--- src/include/bcsu_cfg.svh ---
`ifndef BCSU_CFG_SVH
`define BCSU_CFG_SVH
// Purpose: constants of the bus command and status unit
// Assumes: 10 MHz clk, byte-wide listener and talker handshakes
// Notes: offsets of codes in the entry memory follow bcsu_val_t
// Function
// - hold front panel bus address, default 13
// - value codes act only after enter code
// - learn dump ascii, 64 chars, end flag
// - learn dump binary, 30 bytes, end flag
// - identify query returns id text, end flag
// - status text query sends 23 chars
// - mask readback sends one binary byte
// - status byte weights fixed, 32/128 zero
// - mask prefix then one byte stores mask
// - request flag only from enabled conditions
// - condition bits stay set until cleared
// - group trigger ignored, immediate or delayed
// - decode six measurement mode codes
// - limit check on/off gates limit condition
// - reference cal factor 50.0 to 120.0
// - negative external, positive internal reference
// - local key returns local unless locked
// - bus subsets fixed, no controller capability
// - clear code clears status and request
// - mask cleared at power on
`define BCSU_ADDR_RST 5'h0d
`define BCSU_MASK_RST 8'h00
`define BCSU_CLK_NS 100
`define BCSU_SETTLE_NS 100000
`define BCSU_SETTLE_CYC (`BCSU_SETTLE_NS / `BCSU_CLK_NS)
`define BCSU_LP1_LEN 7'h40
`define BCSU_LP2_LEN 7'h1e
`define BCSU_SM_LEN 7'h17
`define BCSU_RV_LEN 7'h01
`define BCSU_ID_LEN 7'h0c
`define BCSU_CAL_MIN 16'h01f4
`define BCSU_CAL_MAX 16'h04b0
`define BCSU_KB_MIN 16'h000a
`define BCSU_KB_MAX 16'h05dc
`define BCSU_NUM_CAP 16'h1999
`define BCSU_SB_LIMIT 4
`define BCSU_SB_RQS 6
`endif

--- src/include/bcsu_pkg.sv ---
// Purpose: types of the bus command and status unit
// Assumes: nothing beyond SystemVerilog enums
// Notes: state codes are written out
package bcsu_pkg;
  typedef enum logic [2:0] {
    BCSU_M_A = 3'h0, BCSU_M_B = 3'h1, BCSU_M_AMB = 3'h2,
    BCSU_M_BMA = 3'h3, BCSU_M_AOB = 3'h4, BCSU_M_BOA = 3'h5
  } bcsu_mode_t;
  typedef enum logic [1:0] {
    P_IDLE = 2'h0, P_SEC = 2'h1, P_SUF = 2'h2, P_MASK = 2'h3
  } bcsu_pst_t;
  typedef enum logic [1:0] {
    T_IDLE = 2'h0, T_FETCH = 2'h1, T_LOAD = 2'h2, T_SEND = 2'h3
  } bcsu_tst_t;
  typedef enum logic [2:0] {
    SRC_NONE = 3'h0, SRC_LP1 = 3'h1, SRC_LP2 = 3'h2,
    SRC_ID = 3'h3, SRC_SM = 3'h4, SRC_RV = 3'h5
  } bcsu_src_t;
  typedef enum logic [3:0] {
    V_NONE = 4'h0, V_CL = 4'h1, V_KB = 4'h2, V_LL = 4'h3, V_LH = 4'h4,
    V_OS = 4'h5, V_ST = 4'h6, V_RC = 4'h7, V_RM = 4'h8, V_FM = 4'h9
  } bcsu_val_t;
  typedef enum logic [1:0] {
    GET_IGNORE = 2'h0, GET_NOW = 2'h1, GET_DELAY = 2'h2
  } bcsu_get_t;
endpackage : bcsu_pkg

--- src/hw/bcsu_word_mem.sv ---
// Purpose: entry value store for the command unit
// Assumes: one write and one read port on clk
// Notes: read data is registered, one cycle of latency
`timescale 1ns/1ns
module bcsu_word_mem #(
  parameter int AW = 4,
  parameter int DW = 16
) (
  input wire logic clk,
  input wire logic we,
  input wire logic [AW-1:0] waddr,
  input wire logic [DW-1:0] wdata,
  input wire logic [AW-1:0] raddr,
  output logic [DW-1:0] rdata_r
);
  logic [DW-1:0] mem [0:(1<<AW)-1];

  // no reset on the array: contents are undefined until written
  always_ff @(posedge clk) begin
    if (we) begin
      mem[waddr] <= wdata;
    end
    rdata_r <= mem[raddr];
  end
endmodule : bcsu_word_mem

--- src/hw/bcsu_top.sv ---
// Purpose: program code interpreter, talker data and status byte
// Assumes: bus handshakes done outside; one byte per rx_valid pulse
// Notes: serial poll byte and parallel poll bit are driven from here
`timescale 1ns/1ns
`include "bcsu_cfg.svh"
module bcsu_top #(
  parameter int SETTLE_CYC = `BCSU_SETTLE_CYC,
  parameter logic [95:0] ID_TEXT = "PWRMTRV01.00" // arbitrary value
) (
  input wire logic clk,
  input wire logic rst_b,
  input wire logic [7:0] rx_byte,
  input wire logic rx_valid,
  input wire logic talk_addressed,
  input wire logic tx_ready,
  output logic [7:0] tx_byte,
  output logic tx_valid,
  output logic tx_eoi,
  input wire logic spoll_active,
  output logic [7:0] status_byte,
  output logic srq_out,
  output logic ppoll_bit,
  input wire logic get_cmd,
  input wire logic ren_listen,
  input wire logic gtl_cmd,
  input wire logic lockout,
  input wire logic local_key_pin,
  output logic remote_mode,
  input wire logic addr_entry_mode,
  input wire logic [4:0] fp_addr,
  input wire logic fp_addr_load,
  output logic [4:0] bus_addr,
  input wire logic data_ready_evt,
  input wire logic calzero_evt,
  input wire logic meas_err_evt,
  input wire logic limit_evt,
  output bcsu_pkg::bcsu_mode_t meas_mode,
  output logic limit_check_en,
  output logic trig_out,
  output logic cal_start,
  output logic cal_external,
  output logic [15:0] cal_value,
  output logic entry_load,
  output bcsu_pkg::bcsu_val_t entry_code,
  output logic [15:0] entry_value
);
  import bcsu_pkg::*;

  function automatic logic [7:0] hex_ch(input logic [3:0] n);
    hex_ch = (n < 4'ha) ? (8'h30 + {4'h0, n}) : (8'h37 + {4'h0, n});
  endfunction : hex_ch

  function automatic logic [15:0] mul10(input logic [15:0] n,
                                        input logic [3:0] d);
    logic [19:0] t;
    t = {n, 3'h0} + {2'h0, n, 1'h0} + {16'h0, d};
    mul10 = t[15:0];
  endfunction : mul10

  function automatic logic [6:0] src_len(input bcsu_src_t s);
    unique case (s)
      SRC_LP1: src_len = `BCSU_LP1_LEN;
      SRC_LP2: src_len = `BCSU_LP2_LEN;
      SRC_ID: src_len = `BCSU_ID_LEN;
      SRC_SM: src_len = `BCSU_SM_LEN;
      SRC_RV: src_len = `BCSU_RV_LEN;
      default: src_len = 7'h01;
    endcase
  endfunction : src_len

  bcsu_pst_t pst_r;
  bcsu_tst_t tst_r;
  bcsu_src_t src_r;
  bcsu_val_t pend_r;
  bcsu_get_t get_r;
  bcsu_mode_t mode_r;
  logic [15:0] pair_r, num_r, cal_r, ev_val_r;
  logic [7:0] c1_r, mask_r, tx_r;
  logic [4:0] stat_r, pend_ev_r, addr_r;
  logic [1:0] frac_r;
  logic [6:0] idx_r;
  logic [11:0] dly_r;
  logic neg_r, dig_r, lim_r, last_r, spoll_d_r, remote_r, trig_r;
  logic cal_go_r, cal_ext_r, ev_load_r;
  logic lk_s1_r, lk_s2_r, lk_s3_r;
  logic [15:0] mem_rd;

  // byte classes and code decode
  wire [15:0] pair_w = {c1_r, rx_byte};
  wire [23:0] trip_w = {pair_r, rx_byte};
  wire is_dig = rx_byte >= "0" && rx_byte <= "9";
  wire [3:0] dig_w = rx_byte[3:0];
  wire is_sep = rx_byte == " " || rx_byte == "," || rx_byte == ";" ||
                rx_byte == 8'h0d || rx_byte == 8'h0a;
  wire is_num = is_dig || rx_byte == "." || rx_byte == "-" ||
                rx_byte == "+";
  wire in_idle = rx_valid && pst_r == P_IDLE;
  wire in_sec = rx_valid && pst_r == P_SEC;
  wire in_suf = rx_valid && pst_r == P_SUF;
  wire in_mask = rx_valid && pst_r == P_MASK;
  wire pr_mode = pair_w == "AP" || pair_w == "BP" || pair_w == "AD" ||
                 pair_w == "BD" || pair_w == "AR" || pair_w == "BR";
  wire pr_sfx = pair_w == "GT" || pair_w == "LM" || pair_w == "LP" ||
                pair_w == "TR" || pair_w == "RL" || pair_w == "OC" ||
                pair_w == "?I";
  wire pr_nop = pair_w == "AE" || pair_w == "BE" || pair_w == "DA" ||
                pair_w == "DD" || pair_w == "DE" || pair_w == "DO" ||
                pair_w == "FA" || pair_w == "FH" || pair_w == "LG" ||
                pair_w == "LN" || pair_w == "PR" || pair_w == "RA" ||
                pair_w == "RH" || pair_w == "ZE";
  bcsu_val_t val_w;
  always_comb begin
    unique case (pair_w)
      "CL": val_w = V_CL;
      "KB": val_w = V_KB;
      "LL": val_w = V_LL;
      "LH": val_w = V_LH;
      "OS": val_w = V_OS;
      "ST": val_w = V_ST;
      "RC": val_w = V_RC;
      "RM": val_w = V_RM;
      "FM": val_w = V_FM;
      default: val_w = V_NONE;
    endcase
  end
  wire cs_p = in_sec && pair_w == "CS";
  wire en_p = in_sec && pair_w == "EN";
  wire known = pr_mode || pr_sfx || pr_nop || val_w != V_NONE ||
               pair_w == "CS" || pair_w == "EN" || pair_w == "SM" ||
               pair_w == "RV" || pair_w == "@1";
  wire sd_lo2 = rx_byte >= "0" && rx_byte <= "2";
  wire sd_lo1 = rx_byte == "0" || rx_byte == "1";
  wire suf_ok = (pair_r == "GT" && sd_lo2) || (pair_r == "LM" && sd_lo1) ||
                (pair_r == "LP" && (rx_byte == "1" || rx_byte == "2")) ||
                (pair_r == "TR" && rx_byte >= "0" && rx_byte <= "3") ||
                (pair_r == "RL" && sd_lo1) || (pair_r == "OC" && sd_lo1) ||
                trip_w == "?ID";
  // entry value in tenths of a percent
  wire [15:0] ent_w = (frac_r == 2'h2) ? num_r : mul10(num_r, 4'h0);
  wire cl_in = ent_w >= `BCSU_CAL_MIN && ent_w <= `BCSU_CAL_MAX;
  wire kb_in = ent_w >= `BCSU_KB_MIN && ent_w <= `BCSU_KB_MAX;
  wire en_val = en_p && pend_r != V_NONE;
  wire range_bad = en_val && dig_r &&
                   ((pend_r == V_CL && !cl_in) ||
                    (pend_r == V_KB && !kb_in));
  wire cl_go = en_val && pend_r == V_CL && !range_bad;
  wire val_ok = en_val && !range_bad;
  wire err_p = (in_sec && !known) || (in_suf && !suf_ok) ||
               range_bad;

  // parser state and numeric entry
  always_ff @(posedge clk or negedge rst_b) begin
    if (!rst_b) begin
      pst_r <= P_IDLE;
      c1_r <= 8'h00;
      pair_r <= 16'h0000;
    end else if (rx_valid) begin
      c1_r <= rx_byte;
      unique case (pst_r)
        P_IDLE: pst_r <= (is_num || is_sep) ? P_IDLE : P_SEC;
        P_SEC: begin
          pair_r <= pair_w;
          pst_r <= pair_w == "@1" ? P_MASK : (pr_sfx ? P_SUF : P_IDLE);
        end
        P_SUF, P_MASK: pst_r <= P_IDLE;
      endcase
    end
  end

  always_ff @(posedge clk or negedge rst_b) begin
    if (!rst_b) begin
      num_r <= 16'h0000;
      frac_r <= 2'h0;
      neg_r <= 1'b0;
      dig_r <= 1'b0;
      pend_r <= V_NONE;
    end else if (in_sec && (val_w != V_NONE || pair_w == "EN")) begin
      pend_r <= val_w;
      num_r <= 16'h0000;
      frac_r <= 2'h0;
      neg_r <= 1'b0;
      dig_r <= 1'b0;
    end else if (in_idle && is_num) begin
      if (rx_byte == "-" || rx_byte == "+") begin
        neg_r <= rx_byte == "-";
      end else if (rx_byte == ".") begin
        frac_r <= (frac_r == 2'h0) ? 2'h1 : frac_r;
      end else if (frac_r != 2'h2 && num_r < `BCSU_NUM_CAP) begin
        // one fraction digit kept, later ones dropped
        num_r <= mul10(num_r, dig_w);
        frac_r <= (frac_r == 2'h1) ? 2'h2 : frac_r;
        dig_r <= 1'b1;
      end
    end
  end

  // settings steered by codes
  always_ff @(posedge clk or negedge rst_b) begin
    if (!rst_b) begin
      mode_r <= BCSU_M_A;
      lim_r <= 1'b0;
      get_r <= GET_IGNORE;
      mask_r <= `BCSU_MASK_RST;
    end else begin
      if (in_sec && pr_mode) begin
        unique case (pair_w)
          "AP": mode_r <= BCSU_M_A;
          "BP": mode_r <= BCSU_M_B;
          "AD": mode_r <= BCSU_M_AMB;
          "BD": mode_r <= BCSU_M_BMA;
          "AR": mode_r <= BCSU_M_AOB;
          default: mode_r <= BCSU_M_BOA;
        endcase
      end
      if (in_suf && pair_r == "LM" && suf_ok) begin
        lim_r <= rx_byte[0];
      end
      if (in_suf && pair_r == "GT" && suf_ok) begin
        get_r <= bcsu_get_t'(rx_byte[1:0]);
      end
      if (in_mask) begin
        mask_r <= rx_byte;
      end
    end
  end

  // calibration start and entry load
  always_ff @(posedge clk or negedge rst_b) begin
    if (!rst_b) begin
      cal_r <= 16'h03e8;
      cal_go_r <= 1'b0;
      cal_ext_r <= 1'b0;
      ev_load_r <= 1'b0;
      ev_val_r <= 16'h0000;
    end else begin
      cal_go_r <= cl_go;
      ev_load_r <= val_ok;
      if (val_ok) begin
        ev_val_r <= dig_r ? ent_w : 16'h0000;
      end
      if (cl_go && dig_r) begin
        // empty entry recalibrates with the last value
        cal_r <= ent_w;
        cal_ext_r <= neg_r;
      end
    end
  end

  bcsu_word_mem #(.AW(4), .DW(16)) u_mem (
    .clk(clk),
    .we(val_ok),
    .waddr(pend_r),
    .wdata({neg_r, ent_w[14:0]}),
    .raddr(src_r == SRC_LP1 ? idx_r[5:2] : idx_r[4:1]),
    .rdata_r(mem_rd)
  );

  // status byte, frozen while a serial poll runs except that a clear code still clears it
  wire [4:0] ev_w = {limit_evt & lim_r, meas_err_evt, err_p,
                     calzero_evt, data_ready_evt};
  wire poll_end = spoll_d_r && !spoll_active;
  wire [4:0] stat_base = (cs_p || poll_end) ? 5'h00 : stat_r;
  wire [4:0] stat_nxt = spoll_active ? (cs_p ? 5'h00 : stat_r) :
                        (stat_base | ev_w | pend_ev_r);
  wire [4:0] pend_nxt = spoll_active ?
                        ((cs_p ? 5'h00 : pend_ev_r) | ev_w) : 5'h00;
  wire request_service_flag = |(stat_r & mask_r[4:0]);

  always_ff @(posedge clk or negedge rst_b) begin
    if (!rst_b) begin
      stat_r <= 5'h00;
      pend_ev_r <= 5'h00;
      spoll_d_r <= 1'b0;
    end else begin
      stat_r <= stat_nxt;
      pend_ev_r <= pend_nxt;
      spoll_d_r <= spoll_active;
    end
  end

  // talker: fetch, load byte, hold until taken
  wire [6:0] len_w = src_len(src_r);
  wire [3:0] nib_w = mem_rd[{2'h3 - idx_r[1:0], 2'h0} +: 4];
  wire [7:0] sm_w [0:12];
  assign sm_w[0] = "S";
  assign sm_w[1] = "M";
  assign sm_w[2] = hex_ch(status_byte[7:4]);
  assign sm_w[3] = hex_ch(status_byte[3:0]);
  assign sm_w[4] = ",";
  assign sm_w[5] = hex_ch(mask_r[7:4]);
  assign sm_w[6] = hex_ch(mask_r[3:0]);
  assign sm_w[7] = ",";
  assign sm_w[8] = hex_ch({1'b0, mode_r});
  assign sm_w[9] = ",";
  assign sm_w[10] = hex_ch({3'h0, lim_r});
  assign sm_w[11] = ",";
  assign sm_w[12] = hex_ch({2'h0, get_r});
  wire [7:0] sm_ch = idx_r < 7'h0d ? sm_w[idx_r[3:0]] :
                     (idx_r == 7'h15 ? 8'h0d :
                     (idx_r == 7'h16 ? 8'h0a : " "));
  wire [7:0] byte_w =
    src_r == SRC_LP1 ? hex_ch(nib_w) :
    src_r == SRC_LP2 ? (idx_r[0] ? mem_rd[7:0] : mem_rd[15:8]) :
    src_r == SRC_ID ? ID_TEXT[{3'h0, 7'h0b - idx_r} * 8 +: 8] :
    src_r == SRC_SM ? sm_ch : mask_r;
  wire tx_take = tst_r == T_SEND && tx_ready;
  wire new_src = (in_sec && (pair_w == "SM" || pair_w == "RV")) ||
                 (in_suf && suf_ok && (pair_r == "LP" || pair_r == "?I"));
  bcsu_src_t src_w;
  assign src_w = pair_w == "SM" ? SRC_SM : pair_w == "RV" ? SRC_RV :
                 pair_r == "?I" ? SRC_ID :
                 (rx_byte == "1" ? SRC_LP1 : SRC_LP2);

  always_ff @(posedge clk or negedge rst_b) begin
    if (!rst_b) begin
      tst_r <= T_IDLE;
      src_r <= SRC_NONE;
      idx_r <= 7'h00;
      tx_r <= 8'h00;
      last_r <= 1'b0;
    end else if (new_src && tst_r == T_IDLE) begin
      src_r <= src_w;
    end else if (tst_r != T_IDLE && !talk_addressed) begin
      tst_r <= T_IDLE;
      src_r <= SRC_NONE;
    end else begin
      unique case (tst_r)
        T_IDLE: if (src_r != SRC_NONE && talk_addressed) begin
          tst_r <= T_FETCH;
          idx_r <= 7'h00;
        end
        T_FETCH: tst_r <= T_LOAD;
        T_LOAD: begin
          tx_r <= byte_w;
          last_r <= idx_r == len_w - 7'h01;
          tst_r <= T_SEND;
        end
        T_SEND: if (tx_ready) begin
          tst_r <= last_r ? T_IDLE : T_FETCH;
          src_r <= last_r ? SRC_NONE : src_r;
          idx_r <= idx_r + 7'h01;
        end
      endcase
    end
  end

  // group trigger response and trigger codes
  wire tr_now = in_suf && trip_w == "TR1";
  wire tr_dly = in_suf && trip_w == "TR2";
  wire go_now = (get_cmd && get_r == GET_NOW) || tr_now;
  wire go_dly = (get_cmd && get_r == GET_DELAY) || tr_dly;
  always_ff @(posedge clk or negedge rst_b) begin
    if (!rst_b) begin
      dly_r <= 12'h000;
      trig_r <= 1'b0;
    end else begin
      trig_r <= go_now || dly_r == 12'h001;
      dly_r <= go_dly ? 12'(SETTLE_CYC) :
               (dly_r != 12'h000 ? dly_r - 12'h001 : dly_r);
    end
  end

  // local key pin synchroniser, remote state, bus address
  wire lk_rise = lk_s2_r && !lk_s3_r;
  always_ff @(posedge clk or negedge rst_b) begin
    if (!rst_b) begin
      lk_s1_r <= 1'b0;
      lk_s2_r <= 1'b0;
      lk_s3_r <= 1'b0;
      remote_r <= 1'b0;
      addr_r <= `BCSU_ADDR_RST;
    end else begin
      lk_s1_r <= local_key_pin;
      lk_s2_r <= lk_s1_r;
      lk_s3_r <= lk_s2_r;
      if (gtl_cmd || (lk_rise && !lockout)) begin
        remote_r <= 1'b0;
      end else if (ren_listen) begin
        remote_r <= 1'b1;
      end
      if (addr_entry_mode && fp_addr_load) begin
        addr_r <= fp_addr;
      end
    end
  end

  // talker and poll only, no controller logic exists here
  assign status_byte = {1'b0, request_service_flag, 1'b0, stat_r};
  assign srq_out = request_service_flag;
  assign ppoll_bit = request_service_flag;
  assign tx_byte = tx_r;
  assign tx_valid = tst_r == T_SEND;
  assign tx_eoi = tst_r == T_SEND && last_r;
  assign remote_mode = remote_r;
  assign bus_addr = addr_r;
  assign meas_mode = mode_r;
  assign limit_check_en = lim_r;
  assign trig_out = trig_r;
  assign cal_start = cal_go_r;
  assign cal_external = cal_ext_r;
  assign cal_value = cal_r;
  assign entry_load = ev_load_r;
  assign entry_code = pend_r;
  assign entry_value = ev_val_r;
endmodule : bcsu_top

--- config.mk ---
export PLATFORM = sky130hd
export DESIGN_NAME = bcsu_top
export DESIGN_NICKNAME = d
export VERILOG_FILES = /design/src/include/bcsu_pkg.sv /design/src/hw/bcsu_word_mem.sv /design/src/hw/bcsu_top.sv
export VERILOG_INCLUDE_DIRS = /design/src /design/src/include
export SDC_FILE = /design/constraint.sdc
export NUM_CORES = 1
export LEC_CHECK = 0
export BUFFER_PORTS_ARGS = -buffer_cell sky130_fd_sc_hd__buf_2
export CAP_MARGIN = 20
export CORE_MARGIN = 3
export CORE_UTILIZATION = 39
export DETAILED_ROUTE_END_ITERATION = 16
export GPL_TIMING_DRIVEN = 1
export HOLD_SLACK_MARGIN = 0.1
export MAX_ROUTING_LAYER = met4
export PLACE_DENSITY = 0.6
export SETUP_SLACK_MARGIN = 0.5
export SLEW_MARGIN = 25
export SYNTH_ARGS = -nofsm -noshare
export SYNTH_HDL_FRONTEND = slang
export SYNTH_SLANG_ARGS = --single-unit
--- constraint.sdc ---
create_clock -name clk -period 15.87 [get_ports clk]
set_input_delay 0 -clock clk [delete_from_list [all_inputs] [get_ports clk]]
set_output_delay 0 -clock clk [all_outputs]
set_load 0.03 [all_outputs]
**After elaboration in Yosys (flattened, before gate mapping)**

Memory sizes are Yosys's and may differ from the RTL's. A register that Yosys moved wholly into a read port is not among the register bits.
Index checks and enable logic that the tools add are counted.

- $add $sub $neg: 22
- $lt $le $gt $ge: 18
- Eq/ne operators: 91
- Shifts and indexed selects: 2
- Muxes and demuxes: 76
- Bitwise operators: 8
- Reduce and logical (&&, ||, !) cells: 150

Operators with widths:

| operator | count |
|---|---|
| 16-bit by 15-bit equality test with 1-bit output, second input constant | 46 |
| 16-bit two-way mux | 7 |
| 96-bit by 11-bit variable part select with 8-bit output, first input constant | 1 |
| 8-bit by 6-bit equality test with 1-bit output, second input constant | 9 |
| 8-bit two-way mux | 8 |
| 7-bit two-way mux | 9 |
| 1-bit logical OR | 61 |
| 6-bit by 4-bit adder with 7-bit output, first input constant | 8 |
| 1-bit logical AND | 51 |
| 24-bit by 23-bit equality test with 1-bit output, second input constant | 2 |
| 4-bit one-hot mux with 9 select lines | 1 |
| 8-bit binary-select mux with 4-bit select | 1 |
| 16-bit by 14-bit equality test with 1-bit output, second input constant | 2 |
| 16-bit by 11-bit <= comparator with 1-bit output, second input constant | 2 |
| 6-bit by 3-bit adder with 7-bit output, first input constant | 4 |
| 2-bit two-way mux | 14 |
| 7-bit one-hot mux with 4 select lines | 1 |
| 5-bit two-way mux | 5 |
| 24-bit by 22-bit equality test with 1-bit output, second input constant | 1 |
| 8-bit by 6-bit <= comparator with 1-bit output, second input constant | 3 |
| 12-bit two-way mux | 2 |
| 3-bit two-way mux | 7 |
| 3-bit nonzero test | 6 |
| 16-bit adder | 1 |
| 56 further kinds | 115 |

- Flip-flop bits (word level): 153
- Bits in writable memories: 256
- Input bits: 30
- Output and inout port bits: 70
- Word-level logic and storage cells: 400
- Memories: 1

Memories:

| name | depth | bits a word | read ports | clocked after memory_dff | wr ports | line | RTL |
|---|---|---|---|---|---|---|---|
| u_mem.mem | 16 | 16 | 1 | 1 | 1 | bcsu_word_mem.sv:16 | `logic [DW-1:0] mem [0:(1<<AW)-1];` |

**Logic depth before layout (Yosys ltp)**

- Depth in word-level cells: 28
- Depth in mapped cells: 13
- Gate-level depth less buffers: 11

**Cells and area by module**

A second synthesis with hierarchy kept.

- Cell total of the unflattened synthesis: 1681
- Area total of the unflattened synthesis: 20677.3 um^2

By module, submodules not included:

| module | instances | cells each | area each (um^2) | seq. area each (um^2) |
|---|---|---|---|---|
| bcsu_top | 1 | 1249 | 10633.9 | 3839.9 |
| bcsu_word_mem | 1 | 432 | 10043.4 | 8007.7 |

**Worst setup path after synthesis**

No wires, ideal clock.

- Kind: flip-flop to flip-flop
- Start point: register num_r[0]
- End point: memory u_mem.mem[11][0], enable pin
- Setup time: 0.478 ns
- Data arrival time: 6.108 ns
- Required time: 15.392 ns
- Slack: 9.284 ns
- Cell stages (with the launch flop): 13
- Path buffers: 1
- Period minus slack after synthesis: 6.586 ns
- Path through: dfrtp_1 ha_1 fa_1 a211oi_2 nor3b_1 o31ai_1 nand3_1 o21ai_0 a21o_1 o211a_1 buf_2 nand2_2 a2111oi_0

- Longest elaborated chain between the ends: 12
- Elaborated cells on any way between the ends: 18
- Classes of those cells: add/sub: 1; order compare: 4; mux: 3; reduce/logical: 10

RTL lines:

| item | line | RTL |
|---|---|---|
| start, declared | bcsu_top.sv:77 | `logic [15:0] pair_r, num_r, cal_r, ev_val_r;` |
| start signal, assigned | bcsu_top.sv:190 | `num_r <= mul10(num_r, dig_w);` |
| 16-bit adder * | bcsu_top.sv:56 | `t = {n, 3'h0} + {2'h0, n, 1'h0} + {16'h0, d};` |
| 16-bit two-way mux * | bcsu_top.sv:139 | `wire [15:0] ent_w = (frac_r == 2'h2) ? num_r : mul10(num_r, 4'h0);` |
| via ent_w[7] | bcsu_top.sv:139 |  |
| 16-bit by 9-bit greater-or-equal comparator with 1-bit output (no line) (tied with other cells) | n/a |  |
| 1-bit logical AND (no line) | n/a |  |
| 1-bit logical NOT, on equally long branches | bcsu_top.sv:144, bcsu_top.sv:145 |  |
| 1-bit logical AND, on equally long branches | bcsu_top.sv:144, bcsu_top.sv:145 |  |
| 1-bit logical OR * | bcsu_top.sv:144 | `((pend_r == V_CL && !cl_in) \|\|` |
| 1-bit logical AND * | bcsu_top.sv:143 | `wire range_bad = en_val && dig_r &&` |
| 1-bit logical NOT * | bcsu_top.sv:147 | `wire val_ok = en_val && !range_bad;` |
| 1-bit logical AND * | bcsu_top.sv:147 |  |
| 1-bit two-way mux * | bcsu_word_mem.sv:20 | `if (we) begin` |
| 1-bit two-way mux (implied by the code) * | bcsu_word_mem.sv:21 | `mem[waddr] <= wdata;` |
| end, declared | bcsu_word_mem.sv:16 |  |

The timed path passes the listed nets; every way through them passes the cells marked *.

**Worst setup path in the final report**

- Start point: register num_r[2]
- End point: memory u_mem.mem[13][12], enable pin

Same word-level chain as after synthesis.

==> out/metrics.cfg <==
[logic_synthesis]
synthMuxAreaShare_pct = 10.4
synthTopCellsByCount = 256 x edfxtp_1, 211 x nand2_1, 144 x dfrtp_1
synth.most_common_cell = edfxtp_1
synth_area_leaders = edfxtp_1 37%, dfrtp_1 17%, mux4_2 7.3%
synth_top_area_share_pct = 36.9
yosys.area.top_type = edfxtp_1
synthCells = 1722
ys_seq_elements = 425
synthFlopType = edfxtp_1
syn-cell-area_mm2 = 0.0208
synth_top_family_by_area = simple AND/OR/NAND/NOR gates
syn-mean-instance-area_um2 = 12.1
async_flop_share_pct = 36.0
synth_compound_area_share_pct = 12.5
synthAdderAreaFrac_pct = 1.99
synth_simple_gate_area_share_pct = 13.9
synth_edf_count = 256
synth.yosys.seq_area_share_pct = 56.8
ys_types = 94
yosys_warnings = 0
yosys.area_share.xor_xnor_pct = 1.68

[floorplan]
die_height_um = 237
ios = 100
die_area_mm2 = 0.0563
start_util_pct = 39.5
core_area_mm2 = 0.0528
die_width_um = 237
rows = 84

[setup_path]
rrSetupSlack_ps = 10240
worst_r2r_endpoint = u_mem.mem[13][12]
critPathCaptureType = register
criticalPathCategory = register to register
start_kind = register
cp.arrival_ps = 5950
reg2regPathDepth = 12
r2r_start = num_r[2]
crit_fanout = 22
required_ps = 16190

[layout]
antenna_cells = 0
fin_nets = 1922
area_delta_synth_final_pct = 17.0
fill_cells = 4791
drive_above_1_share_pct = 20.1
layout.cells.non_filler = 2586
final_core_util_pct = 46.2

[sta]
max_slew.worst_pin.slew_ps = 970
fin_ws_ps = 10240
hold_viol = 0
min_period_over_period_pct = 35.5
setup_violations = 0
max_freq_ghz = 0.178
slew_violations = 0
clock_skew_ps = 55.4
tns_ps = 0
layout_min_cycle_time_ps = 5630
maxSlewHeadroom_pct = 35.3
grt_setup_unrepaired = no

[worst_hold_path]
worstHoldPathCells = 2
hold_end = spoll_d_r
hp-class = input port to register
hold_start = spoll_active

[grt]
grt_use_total_pct = 20.6
grt_pass1_wl_um = 87800
grt_max_degree = 67
antenna_found_initial = 1
grt-ovfl-total = 0
grt_pass1_vias = 14424

[place]
io_buffers = 97
gp_congestion = 0.901
dp_slack_ps = 10220
place_inst = 2461
dpl.hpwl_um = 36800

[clocking]
ctsRootBufferMaster = clkbuf_16
clock_insertion_delay_worst_skew_ps = 620
clockBufferDepth = 3
path_clk_slew_ps = 60
cts.htree.levels = 2
cts_tree = done
cts_sinks = 425
numCtsBuffers = 46

[detailed_routing]
via_per_inst = 5.69
first_iter_violations = 1352
firstDrtPassIters = 5
drtAntennaViolNets = 0
wl_per_cell_um = 21.7
routed_wl_um = 56000
drc_errors = 0
vias = 14716

[pwr]
power.leakage_nw = 9.09
p_per_area_mw_per_mm2 = 128
vdd_ir_drop_max_mv = 0.100
total_power_mw = 3.12

[run_status]
status = finished, final reports clean

[run]
cap_violations = 0

-- final cells by class --
class | count | area, um^2 | share of cell area, %
Multi-Input combinational cell | 1176 | 8730 | 35.8
Tap cell | 688 | 861 | 3.53
Clock inverter | 16 | 231 | 0.949
Sequential cell | 425 | 11800 | 48.6
Clock buffer | 70 | 1390 | 5.71
Inverter | 38 | 143 | 0.585
Timing Repair Buffer | 173 | 1180 | 4.84
-- cell usage in the layout, fill, tap and decap left out, types with 24 or more instances in the layout --
cell type / count
mux4_2: 68
clkbuf_16: 48
edfxtp_1: 256
a21oi_1: 75
a211oi_1: 29
nand2_1: 211
and2_1: 42
nor2_1: 89
buf_2: 96
xnor2_1: 24
buf_4: 36
dlygate4sd3_1: 38
mux2_2: 40
nor3_1: 45
ha_1: 30
o21ai_0: 104
nand3_1: 47
dfrtp_1: 143
a31oi_1: 28
inv_1: 36
-- power breakdown --
group | internal, mW | switching (mW)
clock network | 0.650 | 0.462
registers | 1.35 | 0.0688
logic | 0.180 | 0.408
total | 2.18 | 0.939
-- kinds of logic (layout without fill, tap and decap cells) --
family / count (synthesis) / count (layout)
xor+xnor: 40 / 40
flops: 425 / 425
mux: 125 / 125
compound gates: 385 / 385
buf+inv: 138 / 297
other cells: 1 / 18
fa+ha+maj: 32 / 32
simple gates: 576 / 576
-- metrics by stage --
step	hold WS (ps)	area, um^2
6_report	151	24400
5_1_grt	134	24400
4_1_cts	115	24400
3_5_place_dp	119	22300
3_3_place_gp	108	22300
2_1_floorplan	-296	20900
-- worst max-delay path by stage --
stage | start | to | depth (start not counted)
2_1_floorplan | num_r[0] | u_mem.mem[11][0] | 12
6_report | num_r[2] | u_mem.mem[13][12] | 12
3_5_place_dp | num_r[0] | u_mem.mem[13][5] | 12
4_1_cts | num_r[0] | u_mem.mem[13][3] | 12
5_1_grt | num_r[2] | u_mem.mem[13][4] | 12
3_3_place_gp | num_r[0] | u_mem.mem[13][3] | 11
-- critical path, stage by stage (launching register included) --
cell and delay [ps]:
dfrtp_1 470, ha_1 250, fa_1 420, a211oi_2 320
o31ai_1 190, xor2_1 210, mux2_2 510, nand2b_1 220
o311ai_0 460, o211a_1 650, nand2_2 600, a2111oi_4 810
buf_6 250
-- flip-flops by register name, summed over array words and instances (netlist names), 3 cells and up --
signal / cells
bus_addr: 5
c1_r: 8
cal_value: 16
dly_r: 12
entry_code: 4
entry_value: 16
idx_r: 7
mask_r: 8
meas_mode: 3
num_r: 16
pair_r: 16
pend_ev_r: 5
src_r: 3
stat_r: 5
tx_byte: 8
u_mem.mem: 256
u_mem.rdata_r: 16
-- routing by layer --
layer	up-vias	wire, um	track usage, %
met5	-	0	-
met1	7366	25500	28.9
met4	0	1080	4.65
met3	76	2930	2.97
li1	6827	-	-
met2	447	26600	31.9
-- timing repair --
item	CTS	global route
endpoints found under the hold margin	157	0
setup buffers	0	0
hold buffers	39	0
gates resized for setup	0	0
(Power assumes the default switching activity.)
